### src/logic/cg_pkg.sv
package cg_pkg;
  // ****************************************
  // Register map and layout
  // ****************************************
  localparam int ADDR_W = 8;
  localparam logic [7:0] OFF_SRC_CTRL = 8'h00;
  localparam logic [7:0] OFF_OSC_DIV = 8'h04;
  localparam logic [7:0] OFF_TRIM = 8'h08;
  localparam logic [7:0] OFF_STATUS = 8'h0c;
  localparam logic [7:0] RST_SRC_CTRL = 8'h04;
  localparam logic [7:0] RST_OSC_DIV = 8'h40;
  localparam logic [7:0] RST_STATUS = 8'h00;
  localparam logic [8:0] TRIM_DEBUG_DEFAULT = 9'h100;
  // clock_source_control fields
  localparam int SRC_SEL_HI = 7;
  localparam int SRC_SEL_LO = 6;
  localparam int REF_DIV_HI = 5;
  localparam int REF_DIV_LO = 3;
  localparam int INT_REF_SEL = 2;
  localparam int INT_REF_EN = 1;
  localparam int INT_REF_STOP_EN = 0;
  // oscillator_divider_control fields
  localparam int BUS_DIV_HI = 7;
  localparam int BUS_DIV_LO = 6;
  localparam int RANGE_BIT = 5;
  localparam int HIGH_GAIN = 4;
  localparam int LOW_POWER = 3;
  localparam int EXT_REF_KIND = 2;
  localparam int EXT_REF_EN = 1;
  localparam int EXT_REF_STOP_EN = 0;
  // loop_status_control fields
  localparam int OSC_RANGE_HI = 7;
  localparam int OSC_RANGE_LO = 6;
  localparam int MAX_32K = 5;
  localparam int INT_REF_STAT = 4;
  localparam int SRC_STAT_HI = 3;
  localparam int SRC_STAT_LO = 2;
  localparam int OSC_INIT = 1;
  localparam int FINE_TRIM = 0;
  // ****************************************
  // Source codes and loop factors
  // ****************************************
  localparam logic [1:0] SRC_LOOP = 2'h0;
  localparam logic [1:0] SRC_INT = 2'h1;
  localparam logic [1:0] SRC_EXT = 2'h2;
  localparam logic [1:0] SRC_RSVD = 2'h3;
  localparam logic [10:0] MULT_LOW = 11'h200;
  localparam logic [10:0] MULT_MID = 11'h400;
  localparam logic [10:0] MULT_LOW_32K = 11'h260;
  localparam logic [10:0] MULT_MID_32K = 11'h4c0;
  localparam int DIV_CNT_W = 3;

  typedef enum logic [6:0] {
    CG_LOOP_ENGAGED_INTERNAL = 7'h01,
    CG_LOOP_ENGAGED_EXTERNAL = 7'h02,
    CG_LOOP_BYPASSED_INTERNAL = 7'h04,
    CG_BYPASSED_INTERNAL_LOW_POWER = 7'h08,
    CG_LOOP_BYPASSED_EXTERNAL = 7'h10,
    CG_BYPASSED_EXTERNAL_LOW_POWER = 7'h20,
    CG_STOP = 7'h40
  } cg_mode_t;

  typedef struct packed {
    logic highGain;
    logic rangeHigh;
    logic extRefKind;
    logic extRefEnable;
    logic extRefStopEnable;
  } cg_osc_ctrl_t;
endpackage : cg_pkg

### src/logic/cg_bus_div.sv
`timescale 1ns/1ps
module cg_bus_div #(
  parameter int CNT_W = 3
) (
  input wire logic mclk,
  input wire logic arst_n,
  input wire logic srcTick,
  input wire logic run,
  input wire logic [1:0] divSel,
  output logic clkOut
);
  // ****************************************
  // Divider on an edge stream
  // ****************************************
  // Each srcTick is one source edge; toggling every 2**divSel edges divides by 1, 2, 4 or 8.
  logic [CNT_W-1:0] cnt_reg;
  logic [CNT_W-1:0] lastCnt;

  always_comb begin
    lastCnt = CNT_W'((1 << divSel) - 1);
  end

  always_ff @(posedge mclk or negedge arst_n) begin
    if (!arst_n) begin
      cnt_reg <= '0;
    end else if (!run) begin
      cnt_reg <= '0;
    end else if (srcTick) begin
      cnt_reg <= (cnt_reg >= lastCnt) ? '0 : cnt_reg + 1'b1;
    end
  end

  always_ff @(posedge mclk or negedge arst_n) begin
    if (!arst_n) begin
      clkOut <= 1'b0;
    end else if (!run) begin
      clkOut <= 1'b0;
    end else if (srcTick && cnt_reg >= lastCnt) begin
      clkOut <= ~clkOut;
    end
  end
endmodule : cg_bus_div

### src/logic/cg_fll_ctrl.sv
// Decided for this implementation: register access over APB and the register addresses.
`timescale 1ns/1ps
// Operation
// - Selected source passes bus divider first
// - Bus divider ratios 1, 2, 4, 8
// - Upper range bits have no effect
// - Loop factor 512/1024 or 608/1216
// - 32768 Hz maximum frequency setting
// - Debug clock is loop divided by two
// - Reset enters loop engaged internal mode
// - Engaged internal: loop output, debug clock
// - Engaged external: loop output, debug clock
// - Bypassed internal: loop runs, internal out
// - Internal low power: loop off, no debug
// - Bypassed external: loop runs, external out
// - External low power: loop off, no debug
// - Stop: no clocks, references per enables
// - Leaving stop resets range and relocks
// - Trim loaded from factory or default
// - Nine trim bits for internal reference
// - Control lines to crystal oscillator
// - All connections are on-chip signals
// - Source select 00 loop, 01 internal, 10 external, 11 reserved
// - Bus divider resets to divide by two
// - Reference select 1 internal, 0 external
// - Low power disables loop in bypass modes unless debugging
module cg_fll_ctrl (
  input wire logic mclk,
  input wire logic arst_n,
  input wire logic [cg_pkg::ADDR_W-1:0] paddr,
  input wire logic psel,
  input wire logic penable,
  input wire logic pwrite,
  input wire logic [31:0] pwdata,
  output logic [31:0] prdata,
  output logic pready,
  output logic pslverr,
  input wire logic loopClkIn,
  input wire logic intRefClkIn,
  input wire logic extRefClkIn,
  input wire logic oscReadyIn,
  input wire logic debugMode,
  input wire logic stopReq,
  input wire logic [8:0] factoryTrim,
  output logic sysClkOut,
  output logic debugClkOut,
  output logic intRefClkEnable,
  output logic loopEnable,
  output logic loopRefInternal,
  output logic [10:0] loopMultiplier,
  output logic [2:0] refDivSelect,
  output logic [8:0] trimOut,
  output logic loopRelock,
  output cg_pkg::cg_osc_ctrl_t oscCtrl,
  output cg_pkg::cg_mode_t modeOut
);
  // ****************************************
  // Input synchronisers and edge detect
  // ****************************************
  logic [3:0] asyncIn;
  logic [3:0] syncA_reg;
  logic [3:0] syncB_reg;
  logic [3:0] syncC_reg;
  logic loopTick;
  logic intTick;
  logic extTick;
  logic oscReady;

  assign asyncIn = {oscReadyIn, extRefClkIn, intRefClkIn, loopClkIn};

  genvar gi;
  generate
    for (gi = 0; gi < 4; gi++) begin : g_sync
      always_ff @(posedge mclk or negedge arst_n) begin
        if (!arst_n) begin
          syncA_reg[gi] <= 1'b0;
          syncB_reg[gi] <= 1'b0;
          syncC_reg[gi] <= 1'b0;
        end else begin
          syncA_reg[gi] <= asyncIn[gi];
          syncB_reg[gi] <= syncA_reg[gi];
          syncC_reg[gi] <= syncB_reg[gi];
        end
      end
    end
  endgenerate

  // Every level change of a source is one source edge
  assign loopTick = syncB_reg[0] ^ syncC_reg[0];
  assign intTick = syncB_reg[1] ^ syncC_reg[1];
  assign extTick = syncB_reg[2] ^ syncC_reg[2];
  assign oscReady = syncB_reg[3];

  // ****************************************
  // Registers
  // ****************************************
  logic [7:0] srcCtrl_reg;
  logic [7:0] oscDiv_reg;
  logic [7:0] trim_reg;
  logic [7:0] status_reg;
  logic trimLoadPending_reg;
  logic stopSeen_reg;
  logic loopRelock_reg;
  logic [31:0] prdata_reg;
  logic [1:0] srcActive_reg;
  logic intRefStat_reg;
  logic debugDiv_reg;
  logic debugClk_reg;
  logic wrEn;
  logic rdSetup;
  logic mapped;
  logic [7:0] rdByte;
  logic [1:0] srcSel;
  logic stopMode;
  logic lowPowerOff;
  logic debugAvail;
  logic selTick;
  logic [7:0] wrSrcCtrl;

  assign mapped = (paddr == cg_pkg::OFF_SRC_CTRL) || (paddr == cg_pkg::OFF_OSC_DIV)
               || (paddr == cg_pkg::OFF_TRIM) || (paddr == cg_pkg::OFF_STATUS);
  assign wrEn = psel && penable && pwrite && mapped;
  assign rdSetup = psel && !penable;
  assign pready = 1'b1;
  assign pslverr = psel && penable && !mapped;
  assign prdata = prdata_reg;

  // A write of the reserved source code stores the loop output code
  always_comb begin
    wrSrcCtrl = pwdata[7:0];
    if (pwdata[cg_pkg::SRC_SEL_HI:cg_pkg::SRC_SEL_LO] == cg_pkg::SRC_RSVD) begin
      wrSrcCtrl[cg_pkg::SRC_SEL_HI:cg_pkg::SRC_SEL_LO] = cg_pkg::SRC_LOOP;
    end
  end

  always_ff @(posedge mclk or negedge arst_n) begin
    if (!arst_n) begin
      srcCtrl_reg <= cg_pkg::RST_SRC_CTRL;
    end else if (wrEn && paddr == cg_pkg::OFF_SRC_CTRL) begin
      srcCtrl_reg <= wrSrcCtrl;
    end
  end

  always_ff @(posedge mclk or negedge arst_n) begin
    if (!arst_n) begin
      oscDiv_reg <= cg_pkg::RST_OSC_DIV;
    end else if (wrEn && paddr == cg_pkg::OFF_OSC_DIV) begin
      oscDiv_reg <= pwdata[7:0];
    end
  end

  // Trim is loaded on the first edge after reset release
  always_ff @(posedge mclk or negedge arst_n) begin
    if (!arst_n) begin
      trimLoadPending_reg <= 1'b1;
    end else begin
      trimLoadPending_reg <= 1'b0;
    end
  end

  always_ff @(posedge mclk or negedge arst_n) begin
    if (!arst_n) begin
      trim_reg <= '0;
    end else if (trimLoadPending_reg) begin
      trim_reg <= debugMode ? cg_pkg::TRIM_DEBUG_DEFAULT[8:1] : factoryTrim[8:1];
    end else if (wrEn && paddr == cg_pkg::OFF_TRIM) begin
      trim_reg <= pwdata[7:0];
    end
  end

  // Range select, 32k option and fine trim; range returns to reset on leaving stop
  always_ff @(posedge mclk or negedge arst_n) begin
    if (!arst_n) begin
      status_reg <= cg_pkg::RST_STATUS;
    end else begin
      if (wrEn && paddr == cg_pkg::OFF_STATUS) begin
        status_reg[cg_pkg::OSC_RANGE_HI:cg_pkg::OSC_RANGE_LO] <=
          pwdata[cg_pkg::OSC_RANGE_HI:cg_pkg::OSC_RANGE_LO];
        status_reg[cg_pkg::MAX_32K] <= pwdata[cg_pkg::MAX_32K];
        status_reg[cg_pkg::FINE_TRIM] <= pwdata[cg_pkg::FINE_TRIM];
      end
      if (trimLoadPending_reg) begin
        status_reg[cg_pkg::FINE_TRIM] <= debugMode ?
          cg_pkg::TRIM_DEBUG_DEFAULT[0] : factoryTrim[0];
      end
      if (loopRelock_reg) begin
        status_reg[cg_pkg::OSC_RANGE_HI:cg_pkg::OSC_RANGE_LO] <= 2'h0;
      end
    end
  end

  always_comb begin
    unique case (paddr)
      cg_pkg::OFF_SRC_CTRL: rdByte = srcCtrl_reg;
      cg_pkg::OFF_OSC_DIV: rdByte = oscDiv_reg;
      cg_pkg::OFF_TRIM: rdByte = trim_reg;
      cg_pkg::OFF_STATUS: begin
        rdByte = status_reg;
        rdByte[cg_pkg::OSC_RANGE_HI] = 1'b0;
        rdByte[cg_pkg::INT_REF_STAT] = intRefStat_reg;
        rdByte[cg_pkg::SRC_STAT_HI:cg_pkg::SRC_STAT_LO] = srcActive_reg;
        rdByte[cg_pkg::OSC_INIT] = oscReady;
      end
      default: rdByte = 8'h00;
    endcase
  end

  // Read data is captured in the setup cycle and stands through the access phase
  always_ff @(posedge mclk or negedge arst_n) begin
    if (!arst_n) begin
      prdata_reg <= 32'h0;
    end else if (rdSetup) begin
      prdata_reg <= {24'h0, rdByte};
    end
  end

  // ****************************************
  // Mode decode
  // ****************************************
  assign srcSel = srcCtrl_reg[cg_pkg::SRC_SEL_HI:cg_pkg::SRC_SEL_LO];
  assign stopMode = stopReq;
  assign lowPowerOff = oscDiv_reg[cg_pkg::LOW_POWER] && !debugMode;

  always_comb begin
    if (stopMode) begin
      modeOut = cg_pkg::CG_STOP;
    end else if (srcSel == cg_pkg::SRC_INT) begin
      modeOut = lowPowerOff ? cg_pkg::CG_BYPASSED_INTERNAL_LOW_POWER
                            : cg_pkg::CG_LOOP_BYPASSED_INTERNAL;
    end else if (srcSel == cg_pkg::SRC_EXT) begin
      modeOut = lowPowerOff ? cg_pkg::CG_BYPASSED_EXTERNAL_LOW_POWER
                            : cg_pkg::CG_LOOP_BYPASSED_EXTERNAL;
    end else if (srcCtrl_reg[cg_pkg::INT_REF_SEL]) begin
      modeOut = cg_pkg::CG_LOOP_ENGAGED_INTERNAL;
    end else begin
      modeOut = cg_pkg::CG_LOOP_ENGAGED_EXTERNAL;
    end
  end

  assign loopEnable = !(stopMode || modeOut == cg_pkg::CG_BYPASSED_INTERNAL_LOW_POWER
                     || modeOut == cg_pkg::CG_BYPASSED_EXTERNAL_LOW_POWER);
  assign loopRefInternal = srcCtrl_reg[cg_pkg::INT_REF_SEL];
  assign debugAvail = loopEnable;
  assign refDivSelect = srcCtrl_reg[cg_pkg::REF_DIV_HI:cg_pkg::REF_DIV_LO];
  assign trimOut = {trim_reg, status_reg[cg_pkg::FINE_TRIM]};

  // Only the low bit of range select steers the loop
  always_comb begin
    unique case ({status_reg[cg_pkg::MAX_32K], status_reg[cg_pkg::OSC_RANGE_LO]})
      2'b00: loopMultiplier = cg_pkg::MULT_LOW;
      2'b01: loopMultiplier = cg_pkg::MULT_MID;
      2'b10: loopMultiplier = cg_pkg::MULT_LOW_32K;
      2'b11: loopMultiplier = cg_pkg::MULT_MID_32K;
    endcase
  end

  // Reference enables follow the stop-enable bits while stopped
  assign intRefClkEnable = srcCtrl_reg[cg_pkg::INT_REF_EN]
    && (!stopMode || srcCtrl_reg[cg_pkg::INT_REF_STOP_EN]);
  always_comb begin
    oscCtrl.highGain = oscDiv_reg[cg_pkg::HIGH_GAIN];
    oscCtrl.rangeHigh = oscDiv_reg[cg_pkg::RANGE_BIT];
    oscCtrl.extRefKind = oscDiv_reg[cg_pkg::EXT_REF_KIND];
    oscCtrl.extRefEnable = oscDiv_reg[cg_pkg::EXT_REF_EN]
      && (!stopMode || oscDiv_reg[cg_pkg::EXT_REF_STOP_EN]);
    oscCtrl.extRefStopEnable = oscDiv_reg[cg_pkg::EXT_REF_STOP_EN];
  end

  // ****************************************
  // Stop exit and reference status
  // ****************************************
  always_ff @(posedge mclk or negedge arst_n) begin
    if (!arst_n) begin
      stopSeen_reg <= 1'b0;
    end else begin
      stopSeen_reg <= stopMode;
    end
  end

  always_ff @(posedge mclk or negedge arst_n) begin
    if (!arst_n) begin
      loopRelock_reg <= 1'b0;
    end else begin
      loopRelock_reg <= stopSeen_reg && !stopMode;
    end
  end
  assign loopRelock = loopRelock_reg;

  always_ff @(posedge mclk or negedge arst_n) begin
    if (!arst_n) begin
      intRefStat_reg <= 1'b1;
    end else begin
      intRefStat_reg <= srcCtrl_reg[cg_pkg::INT_REF_SEL];
    end
  end

  // ****************************************
  // Glitch-free source switch and divider
  // ****************************************
  // The active source changes only while the divided output is low
  always_ff @(posedge mclk or negedge arst_n) begin
    if (!arst_n) begin
      srcActive_reg <= cg_pkg::SRC_LOOP;
    end else if (!sysClkOut && srcActive_reg != srcSel) begin
      srcActive_reg <= srcSel;
    end
  end

  always_comb begin
    unique case (srcActive_reg)
      cg_pkg::SRC_INT: selTick = intTick;
      cg_pkg::SRC_EXT: selTick = extTick;
      default: selTick = loopTick;
    endcase
  end

  cg_bus_div #(
    .CNT_W(cg_pkg::DIV_CNT_W)
  ) u_bus_div (
    .mclk(mclk),
    .arst_n(arst_n),
    .srcTick(selTick),
    .run(!stopMode),
    .divSel(oscDiv_reg[cg_pkg::BUS_DIV_HI:cg_pkg::BUS_DIV_LO]),
    .clkOut(sysClkOut)
  );

  // Debug clock toggles every second loop edge
  always_ff @(posedge mclk or negedge arst_n) begin
    if (!arst_n) begin
      debugDiv_reg <= 1'b0;
      debugClk_reg <= 1'b0;
    end else if (!debugAvail) begin
      debugDiv_reg <= 1'b0;
      debugClk_reg <= 1'b0;
    end else if (loopTick) begin
      debugDiv_reg <= ~debugDiv_reg;
      if (debugDiv_reg) begin
        debugClk_reg <= ~debugClk_reg;
      end
    end
  end
  assign debugClkOut = debugClk_reg;

  // ****************************************
  // Assertions
  // ****************************************
  property p_src_not_reserved;
    @(posedge mclk) disable iff (!arst_n) srcSel != cg_pkg::SRC_RSVD;
  endproperty
  a_src_not_reserved: assert property (p_src_not_reserved)
    else $error("reserved source select stored");

  property p_low_power_no_debug;
    @(posedge mclk) disable iff (!arst_n)
      (modeOut == cg_pkg::CG_BYPASSED_INTERNAL_LOW_POWER) [*2] |-> !debugClkOut && !loopEnable;
  endproperty
  a_low_power_no_debug: assert property (p_low_power_no_debug)
    else $error("debug clock or loop active in low power bypass");

  property p_stop_no_clock;
    @(posedge mclk) disable iff (!arst_n) stopMode [*2] |-> !sysClkOut && !debugClkOut;
  endproperty
  a_stop_no_clock: assert property (p_stop_no_clock)
    else $error("clock present during stop");

  property p_reset_mode;
    @(posedge mclk) disable iff (!arst_n)
      (srcCtrl_reg == cg_pkg::RST_SRC_CTRL && !stopMode) |-> modeOut == cg_pkg::CG_LOOP_ENGAGED_INTERNAL;
  endproperty
  a_reset_mode: assert property (p_reset_mode)
    else $error("reset settings do not give engaged internal mode");

  property p_multiplier_32k;
    @(posedge mclk) disable iff (!arst_n)
      status_reg[cg_pkg::MAX_32K] |-> loopMultiplier == cg_pkg::MULT_LOW_32K
        || loopMultiplier == cg_pkg::MULT_MID_32K;
  endproperty
  a_multiplier_32k: assert property (p_multiplier_32k)
    else $error("wrong loop factor with 32k option");

  property p_relock_after_stop;
    @(posedge mclk) disable iff (!arst_n) $fell(stopMode) |=> loopRelock ##1 !loopRelock;
  endproperty
  a_relock_after_stop: assert property (p_relock_after_stop)
    else $error("no single relock pulse after stop");

  property p_trim_debug_default;
    @(posedge mclk) disable iff (!arst_n)
      (trimLoadPending_reg && debugMode) |=> trimOut == cg_pkg::TRIM_DEBUG_DEFAULT;
  endproperty
  a_trim_debug_default: assert property (p_trim_debug_default)
    else $error("debug trim default not loaded");

  property p_debug_clk_from_loop;
    @(posedge mclk) disable iff (!arst_n)
      ($changed(debugClkOut) && debugAvail) |-> $past(loopTick) && $past(debugDiv_reg);
  endproperty
  a_debug_clk_from_loop: assert property (p_debug_clk_from_loop)
    else $error("debug clock not a half rate of loop edges");

  property p_lp_ignored_in_debug;
    @(posedge mclk) disable iff (!arst_n)
      (debugMode && !stopMode) |-> loopEnable;
  endproperty
  a_lp_ignored_in_debug: assert property (p_lp_ignored_in_debug)
    else $error("loop disabled while debugging");
endmodule : cg_fll_ctrl

### config.mk
export PLATFORM = sky130hd
export DESIGN_NAME = cg_fll_ctrl
export DESIGN_NICKNAME = d
export VERILOG_FILES = /design/src/logic/cg_pkg.sv /design/src/logic/cg_bus_div.sv /design/src/logic/cg_fll_ctrl.sv
export SDC_FILE = /design/constraint.sdc
export NUM_CORES = 1
export LEC_CHECK = 0
export BUFFER_PORTS_ARGS = -buffer_cell sky130_fd_sc_hd__buf_2
export CAP_MARGIN = 30
export CORE_UTILIZATION = 47
export CTS_CLUSTER_SIZE = 12
export DETAILED_ROUTE_END_ITERATION = 8
export PLACE_DENSITY = 0.91
export SETUP_SLACK_MARGIN = 0.02
export SLEW_MARGIN = 20
export SYNTH_ARGS = -nofsm -noshare
export SYNTH_HDL_FRONTEND = slang
export SYNTH_SLANG_ARGS = --single-unit
### constraint.sdc
create_clock -name mclk -period 2.72 [get_ports mclk]
set_clock_uncertainty 0.05 [all_clocks]
set_input_delay 0.544 -clock mclk [delete_from_list [all_inputs] [get_ports mclk]]
set_output_delay 0.544 -clock mclk [all_outputs]
set_load 0.05 [all_outputs]
==> results of run 1 <==
==> stage by stage <==
step	utilization	instances	hold WS, ns	setup WS, ns
after floorplan	-	309	0.1984	0.2179
final	0.5805	436	0.2586	0.3821
after global routing	0.5805	436	0.2381	0.3559
after CTS	0.5805	436	0.2456	0.3792
after global placement	0.5458	419	0.2843	0.2697
after detailed placement	0.5470	420	0.2862	0.2458
==> critical path, cell delays in order <==
cell,delay (ns)
sky130_fd_sc_hd__buf_2,0.10
sky130_fd_sc_hd__or4_4,0.55
sky130_fd_sc_hd__o311a_2,0.34
sky130_fd_sc_hd__buf_2,0.21
==> metal layers <==
layer / share of wire / vias up
met4: 0.019 / 0
met2: 0.47 / 108
li1: - / 1023
met1: 0.44 / 1071
met3: 0.075 / 8
met5: 0 / -
==> kinds of logic after synthesis <==
kind of cell    Yosys count  synth area share
fa+ha+maj                 6           0.02469
other cells               2          0.002470
simple gates             73            0.1387
xor+xnor                  5           0.01440
buf+inv                  69            0.1432
mux                      25            0.1222
flops                    58            0.4790
compound gates           41           0.07531
==> worst paths after layout <==
kind | end | depth (start not counted) | slack [ns] | start
worst min register to register | syncB_reg[1] | 0 | 0.30 | syncA_reg[1]
min in group mclk | syncA_reg[2] | 1 | 0.26 | extRefClkIn
max in group asynchronous | srcCtrl_reg[4] | 2 | 1.68 | arst_n
worst min-delay path | syncA_reg[2] | 1 | 0.26 | arst_n
worst max-delay path | pslverr | 4 | 0.38 | paddr[1]
worst max register to register | u_bus_div.cnt_reg[2] | 7 | 0.62 | oscDiv_reg[7]
==> cell usage in the layout, fill, tap and decap left out, types with 2 or more instances in the layout <==
master | Yosys | layout
sky130_fd_sc_hd__inv_1 | 18 | 18
sky130_fd_sc_hd__nor2_1 | 8 | 8
sky130_fd_sc_hd__or3_1 | 3 | 3
sky130_fd_sc_hd__buf_2 | 1 | 79
sky130_fd_sc_hd__mux2_4 | 4 | 4
sky130_fd_sc_hd__conb_1 | 2 | 32
sky130_fd_sc_hd__xor2_1 | 5 | 5
sky130_fd_sc_hd__nand3_1 | 4 | 4
sky130_fd_sc_hd__nand2_1 | 24 | 24
sky130_fd_sc_hd__mux2_2 | 11 | 11
sky130_fd_sc_hd__dfstp_2 | 4 | 4
sky130_fd_sc_hd__nor2b_1 | 12 | 12
sky130_fd_sc_hd__and3_1 | 2 | 2
sky130_fd_sc_hd__clkbuf_8 | 1 | 11
sky130_fd_sc_hd__nand3b_1 | 5 | 5
sky130_fd_sc_hd__nand2b_1 | 3 | 3
sky130_fd_sc_hd__a21boi_0 | 2 | 2
sky130_fd_sc_hd__ha_1 | 6 | 6
sky130_fd_sc_hd__dfrtp_1 | 54 | 54
sky130_fd_sc_hd__a21o_1 | 2 | 2
sky130_fd_sc_hd__clkinv_2 | 0 | 3
sky130_fd_sc_hd__o21ai_0 | 21 | 21
sky130_fd_sc_hd__nor3b_1 | 3 | 3
sky130_fd_sc_hd__mux4_2 | 7 | 7
sky130_fd_sc_hd__buf_4 | 40 | 8
sky130_fd_sc_hd__mux2i_1 | 3 | 3
sky130_fd_sc_hd__a21oi_1 | 12 | 12
==> power breakdown <==
part	leakage, nW	internal (mW)	switching [mW]
combinational	0.992	0.0947	0.285
clock	0.105	0.467	0.337
sequential	0.727	0.902	0.0322
==> area by class of cell <==
cell class | count | area (sq um) | share of cell area
clock buffers | 11 | 151.4 | 0.04279
flip-flops and latches | 58 | 1456 | 0.4116
repair buffers | 87 | 455.4 | 0.1287
well taps | 75 | 93.84 | 0.02652
multi-input cells | 182 | 1261 | 0.3564
clock inverters | 5 | 52.55 | 0.01485
inverters | 18 | 67.56 | 0.01909
==> impl_metrics.py, run 1 <==
metrics = {
    "logic_synthesis": {
        "most_common_flop_cell_mapped_by_yosys": "sky130_fd_sc_hd__dfrtp_1",
        "synth_enable_flop_cells": 0,
        "post_synth_num_cell_types": 41,
        "post_synth_most_frequent_cells": "sky130_fd_sc_hd__dfrtp_1 (54), sky130_fd_sc_hd__buf_4 (40), sky130_fd_sc_hd__nand2_1 (24)",
        "synth-warning-count": 0,
        "fraction_of_synthesis_flops_using_an_asynchronous_set_or_reset_pin": 1.000,
        "synth_sequential_area_ratio": 0.4790,
        "synth.avg_cell_area_sq_um": 10.90,
        "post_synth_inst_count": 279,
        "top_cells_by_area_in_the_synthesized_netlist": "sky130_fd_sc_hd__dfrtp_1 (44%), sky130_fd_sc_hd__buf_4 (9.9%), sky130_fd_sc_hd__mux4_2 (5.2%)",
        "synth_area_leader_cell": "sky130_fd_sc_hd__dfrtp_1",
        "synthMostInstantiatedCell": "sky130_fd_sc_hd__dfrtp_1",
        "register_bit_total_from_synthesis": 58,
        "synthDominantCellAreaShare": 0.4444,
        "synth_area_sq_um": 3040,
    },
    "clock_network": {
        "post_cts_buffers": 0,
        "tritoncts": "yes",
        "post_cts_hold_buffer_count": 0,
        "cts.root.buffer_cell": "sky130_fd_sc_hd__clkbuf_8",
        "cts_made_buffers": 9,
        "latest_clock_arrival_within_the_worst_skew_pair_ns": 0.34,
        "post_cts_resized": 0,
        "clk_path_buf_depth": 2,
        "clkTransAtPathRegs_ns": 0.06,
        "htree_num_levels": 3,
        "clock-sinks": 58,
    },
    "floorplan": {
        "design.die.area_sq_um": 6795,
        "core_area_sq_um": 6096,
        "start_util": 0.4988,
        "placementRows": 28,
        "die_x_um": 82.43,
        "die_height_um": 82.43,
        "boundaryPins": 135,
    },
    "flow_run": {
        "max_cap_violations": 0,
    },
    "detailed_routing": {
        "detail_route.wl_per_cell_um": 14.74,
        "route.antenna.remaining_nets": 0,
        "viasPerCell": 5.069,
        "drt_iter0_drc": 129,
        "vias": 2210,
        "drt_first_pass_iters": 5,
        "detail_route.wirelength_mm": 6.427,
        "route.detailed.drc": 0,
    },
    "global_routing": {
        "gr_met2_demand_resource": 0.3215,
        "busiest_layer_in_global_routing": "met2",
        "globalRouteMet1Util": 0.2606,
        "via_count_of_the_first_global_routing_pass": 2024,
        "maximum_number_of_pins_on_one_net_before_global_route_repair": 39,
        "grt_pass1_wl_mm": 9.894,
        "met3_usage": 0.06703,
        "grt_util_all_layers": 0.2077,
        "grt.overflow.total": 0,
        "antenna_found_initial": 0,
    },
    "power": {
        "leakagePower_nw": 1.825,
        "irDropWorstVdd_mv": 0.3932,
        "pwr_density_cell_nw_per_um2": 598.9,
        "post-layout-total-power_mw": 2.119,
    },
    "final_layout": {
        "final.fill_count": 528,
        "num_antenna_cells": 0,
        "nets": 422,
        "postLayoutCellArea_sq_um": 3538,
        "area_delta_synth_final_pct": 16.38,
        "post_route_cells_drive_above_1_share": 0.3740,
    },
    "setup_path": {
        "crit_fanout": 3,
        "timing.critical_path.to_type": "output port",
        "cp_data_arrival_time_ns": 1.74,
        "worst-setup-path-type": "in2out",
        "timing.critical_path.from_type": "primary input",
        "worst_ep_required_time_ns": 2.13,
    },
    "timing": {
        "timing.final.hold_violations": 0,
        "max-slew-margin-rel": 0.4454,
        "unrepaired_setup_endpoints_after_global_routing": "no",
        "tightest_slew_ns": 0.8319,
        "fmax_ghz": 0.4277,
        "fin_setup_tns_ns": 0,
        "maxSlewViolCount": 0,
        "setup_viol": 0,
        "fin_crit_ns": 2.338,
        "timing.final.crit_share": 0.8595,
    },
    "placed_design": {
        "gp_congestion": 0.8364,
        "number_of_port_buffers": 79,
        "hpwlAfterDp_mm": 4.815,
        "dpl_cell_area_sq_um": 3334,
    },
    "outcome": {
        "run_status": "finished clean",
    },
    "worst_hold_path": {
        "timing.hold.worst.class": "in2async",
    },
}
(Power assumes the default switching activity.)
==> run 2: changes to the inputs <==
- CORE_ASPECT_RATIO: not set -> 0.75
- SLEW_MARGIN: 20 -> not set
==> impl_metrics.py, run 2 (synthesized netlist as in run 1, its figures left out) <==
metrics = {
    "final_layout": {
        "area_delta_synth_final_pct": 16.26,
        "nets": 421,
        "multi_input_area_sq_um": 1261,
        "commonest_cells_after_routing_fill_and_taps_aside": "sky130_fd_sc_hd__buf_2 (79), sky130_fd_sc_hd__dfrtp_1 (54), sky130_fd_sc_hd__conb_1 (32), sky130_fd_sc_hd__nand2_1 (24), sky130_fd_sc_hd__o21ai_0 (21)",
        "post_route_cells_drive_above_1_share": 0.3722,
        "final.fill_count": 515,
        "register_area_sq_um": 1456,
        "postLayoutCellArea_sq_um": 3535,
        "layout_commonest_cell": "sky130_fd_sc_hd__buf_2",
        "num_antenna_cells": 0,
    },
    "timing": {
        "fin_setup_tns_ns": 0,
        "timing.final.crit_share": 0.8620,
        "fmax_ghz": 0.4265,
        "setup_viol": 0,
        "max-slew-margin-rel": 0.5050,
        "maxSlewViolCount": 0,
        "tightest_slew_ns": 0.7410,
        "hold_slack_ns": 0.1773,
        "fin_crit_ns": 2.345,
        "timing.final.hold_violations": 0,
        "unrepaired_setup_endpoints_after_global_routing": "no",
    },
    "clock_network": {
        "post_cts_resized": 0,
        "cts_made_buffers": 9,
        "htree_num_levels": 3,
        "post_cts_buffers": 0,
        "latest_clock_arrival_within_the_worst_skew_pair_ns": 0.34,
        "clock-sinks": 58,
        "post_cts_hold_buffer_count": 0,
        "clk_path_buf_depth": 2,
        "cts.root.buffer_cell": "sky130_fd_sc_hd__clkbuf_8",
        "clkTransAtPathRegs_ns": 0.07,
        "tritoncts": "yes",
    },
    "floorplan": {
        "core_area_sq_um": 6036,
        "design.die.area_sq_um": 6798,
        "boundaryPins": 135,
        "start_util": 0.5037,
        "die_height_um": 71.66,
        "placementRows": 24,
        "die_x_um": 94.87,
    },
    "setup_path": {
        "regToRegSetupSlack_ns": 0.48,
        "timing.critical_path.cells": "buf_2 > or4_4 > o311a_2 > buf_2",
        "cp_data_arrival_time_ns": 1.75,
        "crit_top_cell": "sky130_fd_sc_hd__buf_2",
        "max_stage_delay_ns": 0.55,
        "worst_ep_required_time_ns": 2.13,
        "timing.rr.start": "oscDiv_reg[7]",
        "crit-reg2reg-capture": "u_bus_div.cnt_reg[2]",
        "crit_path_top_delay_cell": "sky130_fd_sc_hd__or4_4",
        "crit_fanout": 3,
        "worstRegToRegCells": 7,
        "worst-setup-path-type": "in2out",
        "timing.critical_path.from_type": "primary input",
        "timing.critical_path.to_type": "output port",
    },
    "power": {
        "pwr_density_cell_nw_per_um2": 599.9,
        "post-layout-total-power_mw": 2.120,
        "share_seq_of_total_power": 0.441,
        "clockPowerShare": 0.378,
        "comb_power_share": 0.181,
        "sw_frac_of_total": 0.3197,
        "net_sw_power_mw": 0.6778,
        "internal_power_mw": 1.443,
        "irDropWorstVdd_mv": 0.4292,
        "leakagePower_nw": 1.809,
    },
    "detailed_routing": {
        "viasPerCell": 5.053,
        "drt_first_pass_iters": 4,
        "drt_iter0_drc": 108,
        "detail_route.wl_per_cell_um": 15.62,
        "detail_route.wirelength_mm": 6.841,
        "route.detailed.drc": 0,
        "route.antenna.remaining_nets": 0,
        "vias": 2213,
    },
    "worst_hold_path": {
        "timing.hold.worst.class": "in2async",
    },
    "placed_design": {
        "gp_congestion": 0.8053,
        "number_of_port_buffers": 79,
        "dpl_cell_area_sq_um": 3331,
        "hpwlAfterDp_mm": 5.258,
    },
    "global_routing": {
        "grt_util_all_layers": 0.2208,
        "grt.overflow.total": 0,
        "grt_pass1_wl_mm": 11.02,
        "via_count_of_the_first_global_routing_pass": 2197,
        "antenna_found_initial": 0,
        "maximum_number_of_pins_on_one_net_before_global_route_repair": 30,
    },
    "flow_run": {
        "max_cap_violations": 0,
    },
    "outcome": {
        "run_status": "finished clean",
    },
}
==> run 2: cell count changes in the layout (fill, tap and decap cells not counted), sizes merged <==
| cell | before | now |
|---|---|---|
| buf | 87 | 86 |
| clkbuf | 11 | 10 |
| clkinv | 3 | 2 |
| clkinvlp | 1 | 3 |
==> run 2: worst max path at each step <==
stage,start,to,depth (start not counted)
4_1_cts,paddr[1],pslverr,4
5_1_grt,paddr[1],pslverr,4
3_3_place_gp,paddr[1],srcCtrl_reg[3],6
2_1_floorplan,srcCtrl_reg[2],modeOut[0],1
3_5_place_dp,paddr[1],srcCtrl_reg[3],6
6_report,paddr[1],pslverr,4
==> run 2: power by group through the flow <==
stage / logic [mW] / registers, mW / clock network (mW)
final: 0.383 / 0.936 / 0.801
after global routing: 0.411 / 0.940 / 0.858
after CTS: 0.384 / 0.935 / 0.819
after detailed placement: 0.382 / 0.951 / 0
after global placement: 0.370 / 0.948 / 0
after floorplan: 0.261 / 1.00 / 0
==> run 2: critical path: cells and delay by family <==
| family | cells | cell delay (ns) |
|---|---|---|
| simple gates | 1 | 0.55 |
| compound gates | 1 | 0.34 |
| buf+inv | 2 | 0.30 |
==> run 2: layout make-up <==
cell class,count,share of cell area
multi-input combinational,182,0.3568
clock inverter,6,0.01876
clock buffer,10,0.03894
tap,78,0.02761
timing repair buffer,86,0.1267
inverter,18,0.01912
sequential,58,0.4120
==> run 2: metal layers <==
layer,up-vias,track usage,share of wire
li1,1019,-,-
met1,1084,0.2847,0.43
met2,101,0.3477,0.48
met3,9,0.08811,0.071
met4,0,0.05892,0.014
met5,-,0,0
==> run 2: per-stage QoR <==
step | util | instances | setup slack [ns]
global placement | 0.5506 | 421 | 0.2478
floorplan | - | 309 | 0.2179
finish | 0.5856 | 438 | 0.3754
detailed placement | 0.5518 | 422 | 0.2183
global route | 0.5856 | 438 | 0.3486
CTS | 0.5856 | 438 | 0.3734
